File: config.mk
export PLATFORM = sky130hd
export DESIGN_NAME = dsms_top
export DESIGN_NICKNAME = d
export VERILOG_FILES = /design/src/dsms_pkg.sv /design/src/dsms_sync.sv /design/src/dsms_timer.sv /design/src/dsms_top.sv
export VERILOG_INCLUDE_DIRS = /design/src
export SDC_FILE = /design/constraint.sdc
export NUM_CORES = 1
export LEC_CHECK = 0
export BUFFER_PORTS_ARGS = -buffer_cell sky130_fd_sc_hd__buf_4
export CORE_MARGIN = 2
export CORE_UTILIZATION = 64
export DETAILED_ROUTE_END_ITERATION = 8
export GPL_TIMING_DRIVEN = 0
export PLACE_DENSITY_LB_ADDON = 0.05
export SLEW_MARGIN = 30
export SYNTH_ARGS = -nofsm -noshare
export SYNTH_HDL_FRONTEND = slang
export SYNTH_SLANG_ARGS = --single-unit
File: constraint.sdc
create_clock -name clk -period 3.5 [get_ports clk]
set_input_delay 0.175 -clock clk [delete_from_list [all_inputs] [get_ports clk]]
set_output_delay 0.175 -clock clk [all_outputs]
set_load 0.01 [all_outputs]
File: src/dsms_map.svh
// Purpose: Named constants for the dual supply mode sequencer.
// Assumes: 40 MHz clock, 25 ns period.
// Notes: Times are held in their own unit and turned into cycle counts here.
`ifndef DSMS_MAP_SVH
`define DSMS_MAP_SVH
`define DSMS_CLK_HZ 40000000
`define DSMS_UV_TIMEOUT_US 3000
`define DSMS_UV_TIMEOUT_CYC ((`DSMS_UV_TIMEOUT_US * (`DSMS_CLK_HZ / 1000000)))
`define DSMS_PAIR_WINDOW_US 60
`define DSMS_PAIR_WINDOW_CYC ((`DSMS_PAIR_WINDOW_US * (`DSMS_CLK_HZ / 1000000)))
`define DSMS_CNT_W 18
`endif

File: src/dsms_pkg.sv
// Purpose: Types shared by the dual supply mode sequencer.
// Assumes: Nothing beyond the map header.
// Notes: Flag groups travel as packed structs.
package dsms_pkg;
  typedef enum logic [2:0] {
    DSMS_POWERUP = 3'h0,
    DSMS_STANDBY = 3'h1,
    DSMS_RUN = 3'h2,
    DSMS_OVP = 3'h3,
    DSMS_UVP = 3'h4,
    DSMS_SHUTDOWN = 3'h5,
    DSMS_THERMAL = 3'h6
  } dsms_mode_type;

  typedef struct packed {
    logic ov;
    logic uv;
    logic in_reg;
    logic out_high;
  } dsms_chan_flags_type;

  typedef struct packed {
    logic high_side;
    logic low_side;
    logic discharge;
  } dsms_gate_type;
endpackage

File: src/dsms_sync.sv
// Purpose: Two-stage synchroniser for a bundle of asynchronous levels.
// Assumes: Inputs come from analog comparators outside the clock domain.
// Notes: Only the second stage is visible.
`timescale 1ns/1ps
module dsms_sync #(
  parameter int W = 8
) (
  input wire logic clk,
  input wire logic rst_n,
  input wire logic [W-1:0] async_in,
  output logic [W-1:0] sync_out
);
  logic [W-1:0] meta_ff;
  logic [W-1:0] sync_ff;

  initial begin
    if (W < 1) $error("dsms_sync: width must be positive.");
  end

  always_ff @(posedge clk or negedge rst_n) begin
    if (!rst_n) begin
      meta_ff <= '0;
      sync_ff <= '0;
    end else begin
      meta_ff <= async_in;
      sync_ff <= meta_ff;
    end
  end

  assign sync_out = sync_ff;
endmodule

File: src/dsms_timer.sv
// Purpose: Saturating cycle counter that reports when a limit is reached.
// Assumes: Limit fits the counter width.
// Notes: Counting restarts whenever run drops.
`timescale 1ns/1ps
module dsms_timer #(
  parameter int W = 18
) (
  input wire logic clk,
  input wire logic rst_n,
  input wire logic run,
  input wire logic [W-1:0] limit,
  output logic done
);
  logic [W-1:0] count_ff;

  initial begin
    if (W < 2) $error("dsms_timer: width too small.");
  end

  always_ff @(posedge clk or negedge rst_n) begin
    if (!rst_n) begin
      count_ff <= '0;
    end else if (!run) begin
      count_ff <= '0;
    end else if (count_ff != limit) begin
      count_ff <= count_ff + {{(W-1){1'b0}}, 1'b1};
    end
  end

  assign done = run && (count_ff == limit);
endmodule

File: src/dsms_top.sv
// Contract
// - Stay in power-up until input reset done and reference valid.
// - In power-up keep both linear regulators and reference enabled.
// - Run when master enable high and at least one channel enabled.
// - Output over 111 percent latches overvoltage; low gates high, regulators on.
// - Undervoltage forces all gates low, discharges, regulators stay on.
// - Fault latches cleared only by input reset or enable toggling.
// - Output still high in standby or shutdown is discharged.
// - Discharge closes the internal switch from output to ground.
// - Over 150 C turns all off until input reset or enable toggle; code only acts on it in standby, run and shutdown.
// - Enables within 60 us: later channel starts after earlier regulates.
// - Single channel starts when its enable comparator reports above 0.4 V.
//
// Purpose: Mode decision and power-up ordering for a dual step-down controller.
// Assumes: All comparator flags are asynchronous; input reset flag is high once done.
// Notes: No software registers; every control is a pin.
`timescale 1ns/1ps
`include "dsms_map.svh"
module dsms_top
  import dsms_pkg::*;
#(
  parameter int UV_TIMEOUT_CYC = `DSMS_UV_TIMEOUT_CYC,
  parameter int PAIR_WINDOW_CYC = `DSMS_PAIR_WINDOW_CYC
) (
  input wire logic clk,
  input wire logic rst_n,
  input wire logic input_power_on_reset_done,
  input wire logic ref_valid,
  input wire logic master_enable,
  input wire logic channel_one_enable,
  input wire logic channel_two_enable,
  input wire logic over_temp,
  input wire dsms_chan_flags_type flags_one,
  input wire dsms_chan_flags_type flags_two,
  output logic ref_enable,
  output logic linear_reg_5v,
  output logic linear_reg_3v3,
  output logic switching_channel_one,
  output logic switching_channel_two,
  output dsms_gate_type gate_one,
  output dsms_gate_type gate_two,
  output dsms_mode_type mode
);
  localparam int CW = `DSMS_CNT_W;

  initial begin
    if (UV_TIMEOUT_CYC < 1 || UV_TIMEOUT_CYC >= (1 << CW))
      $error("dsms_top: undervoltage timeout out of range.");
    if (PAIR_WINDOW_CYC < 1 || PAIR_WINDOW_CYC >= (1 << CW))
      $error("dsms_top: pairing window out of range.");
  end

  logic [12:0] raw_in;
  logic [12:0] syn;
  assign raw_in = {input_power_on_reset_done, ref_valid, master_enable,
                   channel_one_enable, channel_two_enable, over_temp,
                   flags_one.ov, flags_one.uv, flags_one.in_reg, flags_one.out_high,
                   flags_two.ov, flags_two.uv, flags_two.in_reg};

  dsms_sync #(.W(13)) u_sync (
    .clk(clk),
    .rst_n(rst_n),
    .async_in(raw_in),
    .sync_out(syn)
  );

  logic out_high_two;
  dsms_sync #(.W(1)) u_sync_oh2 (
    .clk(clk),
    .rst_n(rst_n),
    .async_in(flags_two.out_high),
    .sync_out(out_high_two)
  );

  logic por_ok, refv, men, en1, en2, hot;
  logic ov1, uv1, reg1, oh1, ov2, uv2, reg2;
  assign {por_ok, refv, men, en1, en2, hot, ov1, uv1, reg1, oh1, ov2, uv2, reg2} = syn;

  dsms_mode_type mode_ff;
  dsms_mode_type nxt_mode;
  logic men_d_ff, en1_d_ff, en2_d_ff, por_d_ff;
  logic start1_ff, start2_ff;
  logic [CW-1:0] pair_cnt_ff;
  logic pair_open_ff;
  logic first_is_two_ff;

  // Any enable edge or a fresh input reset ends a latched fault state.
  logic toggle;
  assign toggle = (men != men_d_ff) || (en1 != en1_d_ff) || (en2 != en2_d_ff) ||
                  (por_ok && !por_d_ff);

  always_ff @(posedge clk or negedge rst_n) begin
    if (!rst_n) begin
      men_d_ff <= 1'b0;
      en1_d_ff <= 1'b0;
      en2_d_ff <= 1'b0;
      por_d_ff <= 1'b0;
    end else begin
      men_d_ff <= men;
      en1_d_ff <= en1;
      en2_d_ff <= en2;
      por_d_ff <= por_ok;
    end
  end

  // Pairing window: opened by the first enable rise, closed after 60 us.
  logic rise1, rise2;
  assign rise1 = en1 && !en1_d_ff;
  assign rise2 = en2 && !en2_d_ff;

  always_ff @(posedge clk or negedge rst_n) begin
    if (!rst_n) begin
      pair_cnt_ff <= '0;
      pair_open_ff <= 1'b0;
      first_is_two_ff <= 1'b0;
    end else if ((rise1 ^ rise2) && !pair_open_ff && !(en1 && en2)) begin
      pair_open_ff <= 1'b1;
      pair_cnt_ff <= '0;
      first_is_two_ff <= rise2;
    end else if (pair_open_ff) begin
      if (pair_cnt_ff == PAIR_WINDOW_CYC[CW-1:0] || !(en1 || en2)) begin
        pair_open_ff <= 1'b0;
      end else begin
        pair_cnt_ff <= pair_cnt_ff + {{(CW-1){1'b0}}, 1'b1};
      end
    end
  end

  // A channel rising inside the window waits for the other to regulate.
  // The wait is latched because the earlier channel may need longer than the
  // window to regulate; the window only bounds how close the two rises are.
  logic wait1_ff, wait2_ff;
  logic late1, late2;
  assign late1 = rise1 && pair_open_ff && first_is_two_ff;
  assign late2 = rise2 && pair_open_ff && !first_is_two_ff;

  // Dropping the earlier enable releases the wait, so the later one runs alone.
  always_ff @(posedge clk or negedge rst_n) begin
    if (!rst_n) begin
      wait1_ff <= 1'b0;
      wait2_ff <= 1'b0;
    end else begin
      wait1_ff <= en1 && en2 && !reg2 && (wait1_ff || late1);
      wait2_ff <= en2 && en1 && !reg1 && (wait2_ff || late2);
    end
  end

  logic hold1, hold2;
  assign hold1 = (wait1_ff || late1) && en2 && !reg2 && !start1_ff;
  assign hold2 = (wait2_ff || late2) && en1 && !reg1 && !start2_ff;

  logic running;
  assign running = (mode_ff == DSMS_RUN);

  always_ff @(posedge clk or negedge rst_n) begin
    if (!rst_n) begin
      start1_ff <= 1'b0;
      start2_ff <= 1'b0;
    end else if (!running || !men) begin
      start1_ff <= 1'b0;
      start2_ff <= 1'b0;
    end else begin
      start1_ff <= en1 && (start1_ff || !hold1);
      start2_ff <= en2 && (start2_ff || !hold2);
    end
  end

  logic uv_done1, uv_done2;
  dsms_timer #(.W(CW)) u_uvt1 (
    .clk(clk),
    .rst_n(rst_n),
    .run(start1_ff),
    .limit(UV_TIMEOUT_CYC[CW-1:0]),
    .done(uv_done1)
  );
  dsms_timer #(.W(CW)) u_uvt2 (
    .clk(clk),
    .rst_n(rst_n),
    .run(start2_ff),
    .limit(UV_TIMEOUT_CYC[CW-1:0]),
    .done(uv_done2)
  );

  logic ov_any, uv_any;
  assign ov_any = (start1_ff && ov1) || (start2_ff && ov2);
  assign uv_any = (uv_done1 && uv1) || (uv_done2 && uv2);

  always_comb begin
    nxt_mode = mode_ff;
    unique case (mode_ff)
      DSMS_POWERUP: begin
        if (por_ok && refv) nxt_mode = DSMS_SHUTDOWN;
      end
      DSMS_STANDBY, DSMS_RUN, DSMS_SHUTDOWN: begin
        if (hot) nxt_mode = DSMS_THERMAL;
        else if (running && ov_any) nxt_mode = DSMS_OVP;
        else if (running && uv_any) nxt_mode = DSMS_UVP;
        else if (!men) nxt_mode = DSMS_SHUTDOWN;
        else if (en1 || en2) nxt_mode = DSMS_RUN;
        else nxt_mode = DSMS_STANDBY;
      end
      DSMS_OVP, DSMS_UVP, DSMS_THERMAL: begin
        if (toggle) nxt_mode = DSMS_SHUTDOWN;
      end
      default: nxt_mode = DSMS_POWERUP;
    endcase
    if (!por_ok) nxt_mode = DSMS_POWERUP;
  end

  always_ff @(posedge clk or negedge rst_n) begin
    if (!rst_n) mode_ff <= DSMS_POWERUP;
    else mode_ff <= nxt_mode;
  end

  // Outputs are registered so the gate drivers never see decode glitches.
  logic regs_on;
  assign regs_on = (mode_ff == DSMS_POWERUP) || (mode_ff == DSMS_OVP) ||
                   (mode_ff == DSMS_UVP) ||
                   ((mode_ff == DSMS_STANDBY || running) && refv);

  function automatic dsms_gate_type gate_of(input dsms_mode_type m, input logic started,
                                            input logic high);
    dsms_gate_type g;
    g = '{high_side: 1'b0, low_side: 1'b0, discharge: 1'b0};
    unique case (m)
      DSMS_RUN: g.high_side = started;
      DSMS_OVP: g.low_side = 1'b1;
      DSMS_UVP: g.discharge = 1'b1;
      DSMS_STANDBY, DSMS_SHUTDOWN: g.discharge = high;
      default: g = g;
    endcase
    if (m == DSMS_RUN && !started) g.discharge = high;
    return g;
  endfunction

  always_ff @(posedge clk or negedge rst_n) begin
    if (!rst_n) begin
      ref_enable <= 1'b0;
      linear_reg_5v <= 1'b0;
      linear_reg_3v3 <= 1'b0;
      switching_channel_one <= 1'b0;
      switching_channel_two <= 1'b0;
      gate_one <= '0;
      gate_two <= '0;
    end else begin
      ref_enable <= (mode_ff != DSMS_SHUTDOWN) && (mode_ff != DSMS_THERMAL);
      linear_reg_5v <= regs_on;
      linear_reg_3v3 <= regs_on;
      switching_channel_one <= running && start1_ff;
      switching_channel_two <= running && start2_ff;
      gate_one <= gate_of(mode_ff, running && start1_ff, oh1);
      gate_two <= gate_of(mode_ff, running && start2_ff, out_high_two);
    end
  end

  assign mode = mode_ff;
endmodule

==> flow_summary.ini <==
[outcome]
outcome = finished, final reports clean

[critical_path]
worst_ep_required_time_ns = 3.78
crit_path_end = pair_cnt_ff[11]
cp_max_fo = 10
worst-r2r-cell-count = 6
crit_type = flip-flop to flip-flop
critPathLaunchType = flip-flop
cp.arrival_ns = 2.56
critPathLaunch = u_sync.sync_out[9]
worst_r2r_startpoint = u_sync.sync_out[9]
r2r_slack_ns = 1.22
reg2reg_to = pair_cnt_ff[11]
endpoint_kind = flip-flop

[timing]
hold_viol = 0
maxSlewViolCount = 0
min_period_over_period_pct = 65.2
setup_viol = 0
max_slew.worst_pin.slew_ns = 0.818
final.setup.tns_ns = 0
fmaxAchievable_mhz = 438
finalWorstPathRequiredPeriod_ns = 2.28
clock_skew_ns = 0.0189
maxSlewHeadroom_pct = 45.0
hold_slack_ns = 0.360
rsz0062_at_grt = no

[cells_and_area]
layout_common_cells = dfrtp_1 (102), nor2_1 (54), buf_4 (32), nand2_1 (29), nand3_1 (26)
nets = 514
fill_cells = 481
syn_to_final_growth_pct = 15.6
fin_util_pct = 76.6
antenna_cells = 0
multiInputGateArea_mm2 = 0.00184
final_common_cell = dfrtp_1
drive_gt1_share_pct = 11.9
seq_area_mm2 = 0.00255

[detailed_routing]
drt-initial-drc-count = 153
via_per_inst = 5.67
ant_nets = 0
drc = 0
top_layer = met4
wl_met3_um = 333
met2WireLength_mm = 4.62
routed_wl_mm = 9.09
wl_per_cell_um = 15.4
drtPass1Iterations = 4
vias = 3350
wl_met1_mm = 3.99

[yosys]
ys_seq_elements = 102
synth_cells = 435
ys_types = 53
ys_async_sr_fraction_pct = 100
synth_seq_area_share_pct = 56.4
synth_edf_count = 0
syn_nets = 459
synth_area_per_cell_um2 = 10.4
ys.flop_type = dfrtp_1
yosys_warnings = 0
post_synth_instance_area_mm2 = 0.00453

[global_routing]
grt_antenna_before_repair = 0
grt_pass1_wl_mm = 14.8
grt_pass1_vias = 3224
grt_remaining_overflow = 0
grt_max_degree = 103
grt.total_usage_pct = 25.1

[clocking]
numCtsBuffers = 9
clk_latency_ns = 0.38
ctsHoldBuffers = 15
htreeDepth = 3
cts_root_buffer = clkbuf_8
clockBufferDepth = 2
clk_pin_slew_worst_paths_ns = 0.11
cts_tree = done
post_cts_buffers = 0
cts_sinks = 102
cts_resized = 0

[die]
core_area_mm2 = 0.00683
dieArea_mm2 = 0.00776
num_rows = 30
die_x_um = 88.1
die_h_um = 88.1
design.portCount = 30
initial_core_util_pct = 66.3

[power_and_ir_drop]
powerDensity_mw_per_mm2 = 484
power_leakage_nw = 2.20
vdd_drop_max_mv = 0.403

[run]
cap_viol_max_count = 0

[placement]
place.gp.congestion = 0.821
hpwl_mm = 5.89
io_buffers = 29

[worst_hold_path]
min_path_type = flip-flop to flip-flop
## cell usage after synthesis, types with 7 or more instances
| library cell | count | share of area [%] |
|---|---|---|
| a21oi_1 | 16 | 1.8 |
| dfrtp_1 | 102 | 56 |
| ha_1 | 8 | 2.2 |
| inv_1 | 17 | 1.4 |
| nand2_1 | 29 | 2.4 |
| nand3_1 | 26 | 2.9 |
| nand4_1 | 12 | 1.7 |
| nor2_1 | 54 | 4.5 |
| nor2b_1 | 7 | 0.97 |
| nor3_1 | 14 | 1.5 |
| nor4_1 | 9 | 1.2 |
| o21ai_0 | 23 | 2.5 |
| or3_1 | 10 | 1.4 |
| xnor2_1 | 14 | 2.7 |
| xor2_1 | 23 | 4.4 |
## cell families (layout without fill, tap and decap cells)
logic type      after synthesis  in the layout  synth area share [%]
xor+xnor                     37             37                  7.16
buf+inv                      31             91                  2.93
fa+ha+maj                     8              8                  2.21
simple gates                188            188                  21.3
mux                           2              2                 0.442
flops                       102            102                  56.4
compound gates               67             67                  9.56
## worst min path at each step
stage	startpoint	endpoint	slack, ns	cells after the start
after global placement	flags_one[3]	u_sync.meta_ff[6]	0.28	1
after detailed placement	flags_one[0]	u_sync.meta_ff[3]	0.29	1
after floorplan	rst_n	en1_d_ff	-0.12	0
after CTS	u_sync.meta_ff[1]	u_sync.sync_out[1]	0.36	0
after global routing	u_sync.meta_ff[7]	u_sync.sync_out[7]	0.37	0
final	u_sync.meta_ff[9]	u_sync.sync_out[9]	0.36	0
## worst max-delay path: stages (launching register included)
cell and delay, ns:
dfrtp_1 0.51, ha_1 0.29, xnor2_1 0.16, nor2_1 0.43, o311ai_2 0.22, or4_1 0.45, o21ai_0 0.12
## metrics by stage
step | setup WS (ns) | instances | total power [W] | cell area (um2)
2_1_floorplan | 1.43 | 435 | 0.00159 | 4530
3_3_place_gp | 1.31 | 560 | 0.00176 | 4860
3_5_place_dp | 1.27 | 560 | 0.00177 | 4870
4_1_cts | 1.23 | 591 | 0.00253 | 5230
5_1_grt | 1.08 | 591 | 0.00265 | 5230
6_report | 1.22 | 591 | 0.00253 | 5230
## per-layer routing
layer	up-vias	track usage, %
met4	0	6.89
met5	-	0
li1	1632	-
met1	1642	31.8
met3	10	6.50
met2	66	43.1
## state kept, by name, indices dropped and copies added (netlist names), 2 cells and up
register	flops
gate_two	3
u_uvt1.count_ff	18
pair_cnt_ff	18
gate_one	2
u_uvt2.count_ff	18
u_sync.sync_out	13
mode	3
u_sync.meta_ff	13
## where the power goes
| part | leakage [nW] | internal [W] | switching (W) |
|---|---|---|---|
| Sequential | 1.33 | 0.00126 | 0.0000849 |
| Combinational | 0.771 | 0.000190 | 0.000248 |
| Clock | 0.105 | 0.000288 | 0.000465 |
| Total | 2.20 | 0.00173 | 0.000798 |
## layout make-up
cell class / count / area share [%]
Clock inverter: 7 / 1.65
Clock buffer: 9 / 2.37
Timing Repair Buffer: 44 / 7.15
Tap cell: 96 / 2.30
Inverter: 19 / 1.36
Sequential cell: 102 / 48.8
Multi-Input combinational cell: 302 / 35.2
Buffer: 12 / 1.17
Note: power is estimated with default switching activity, not from simulation.
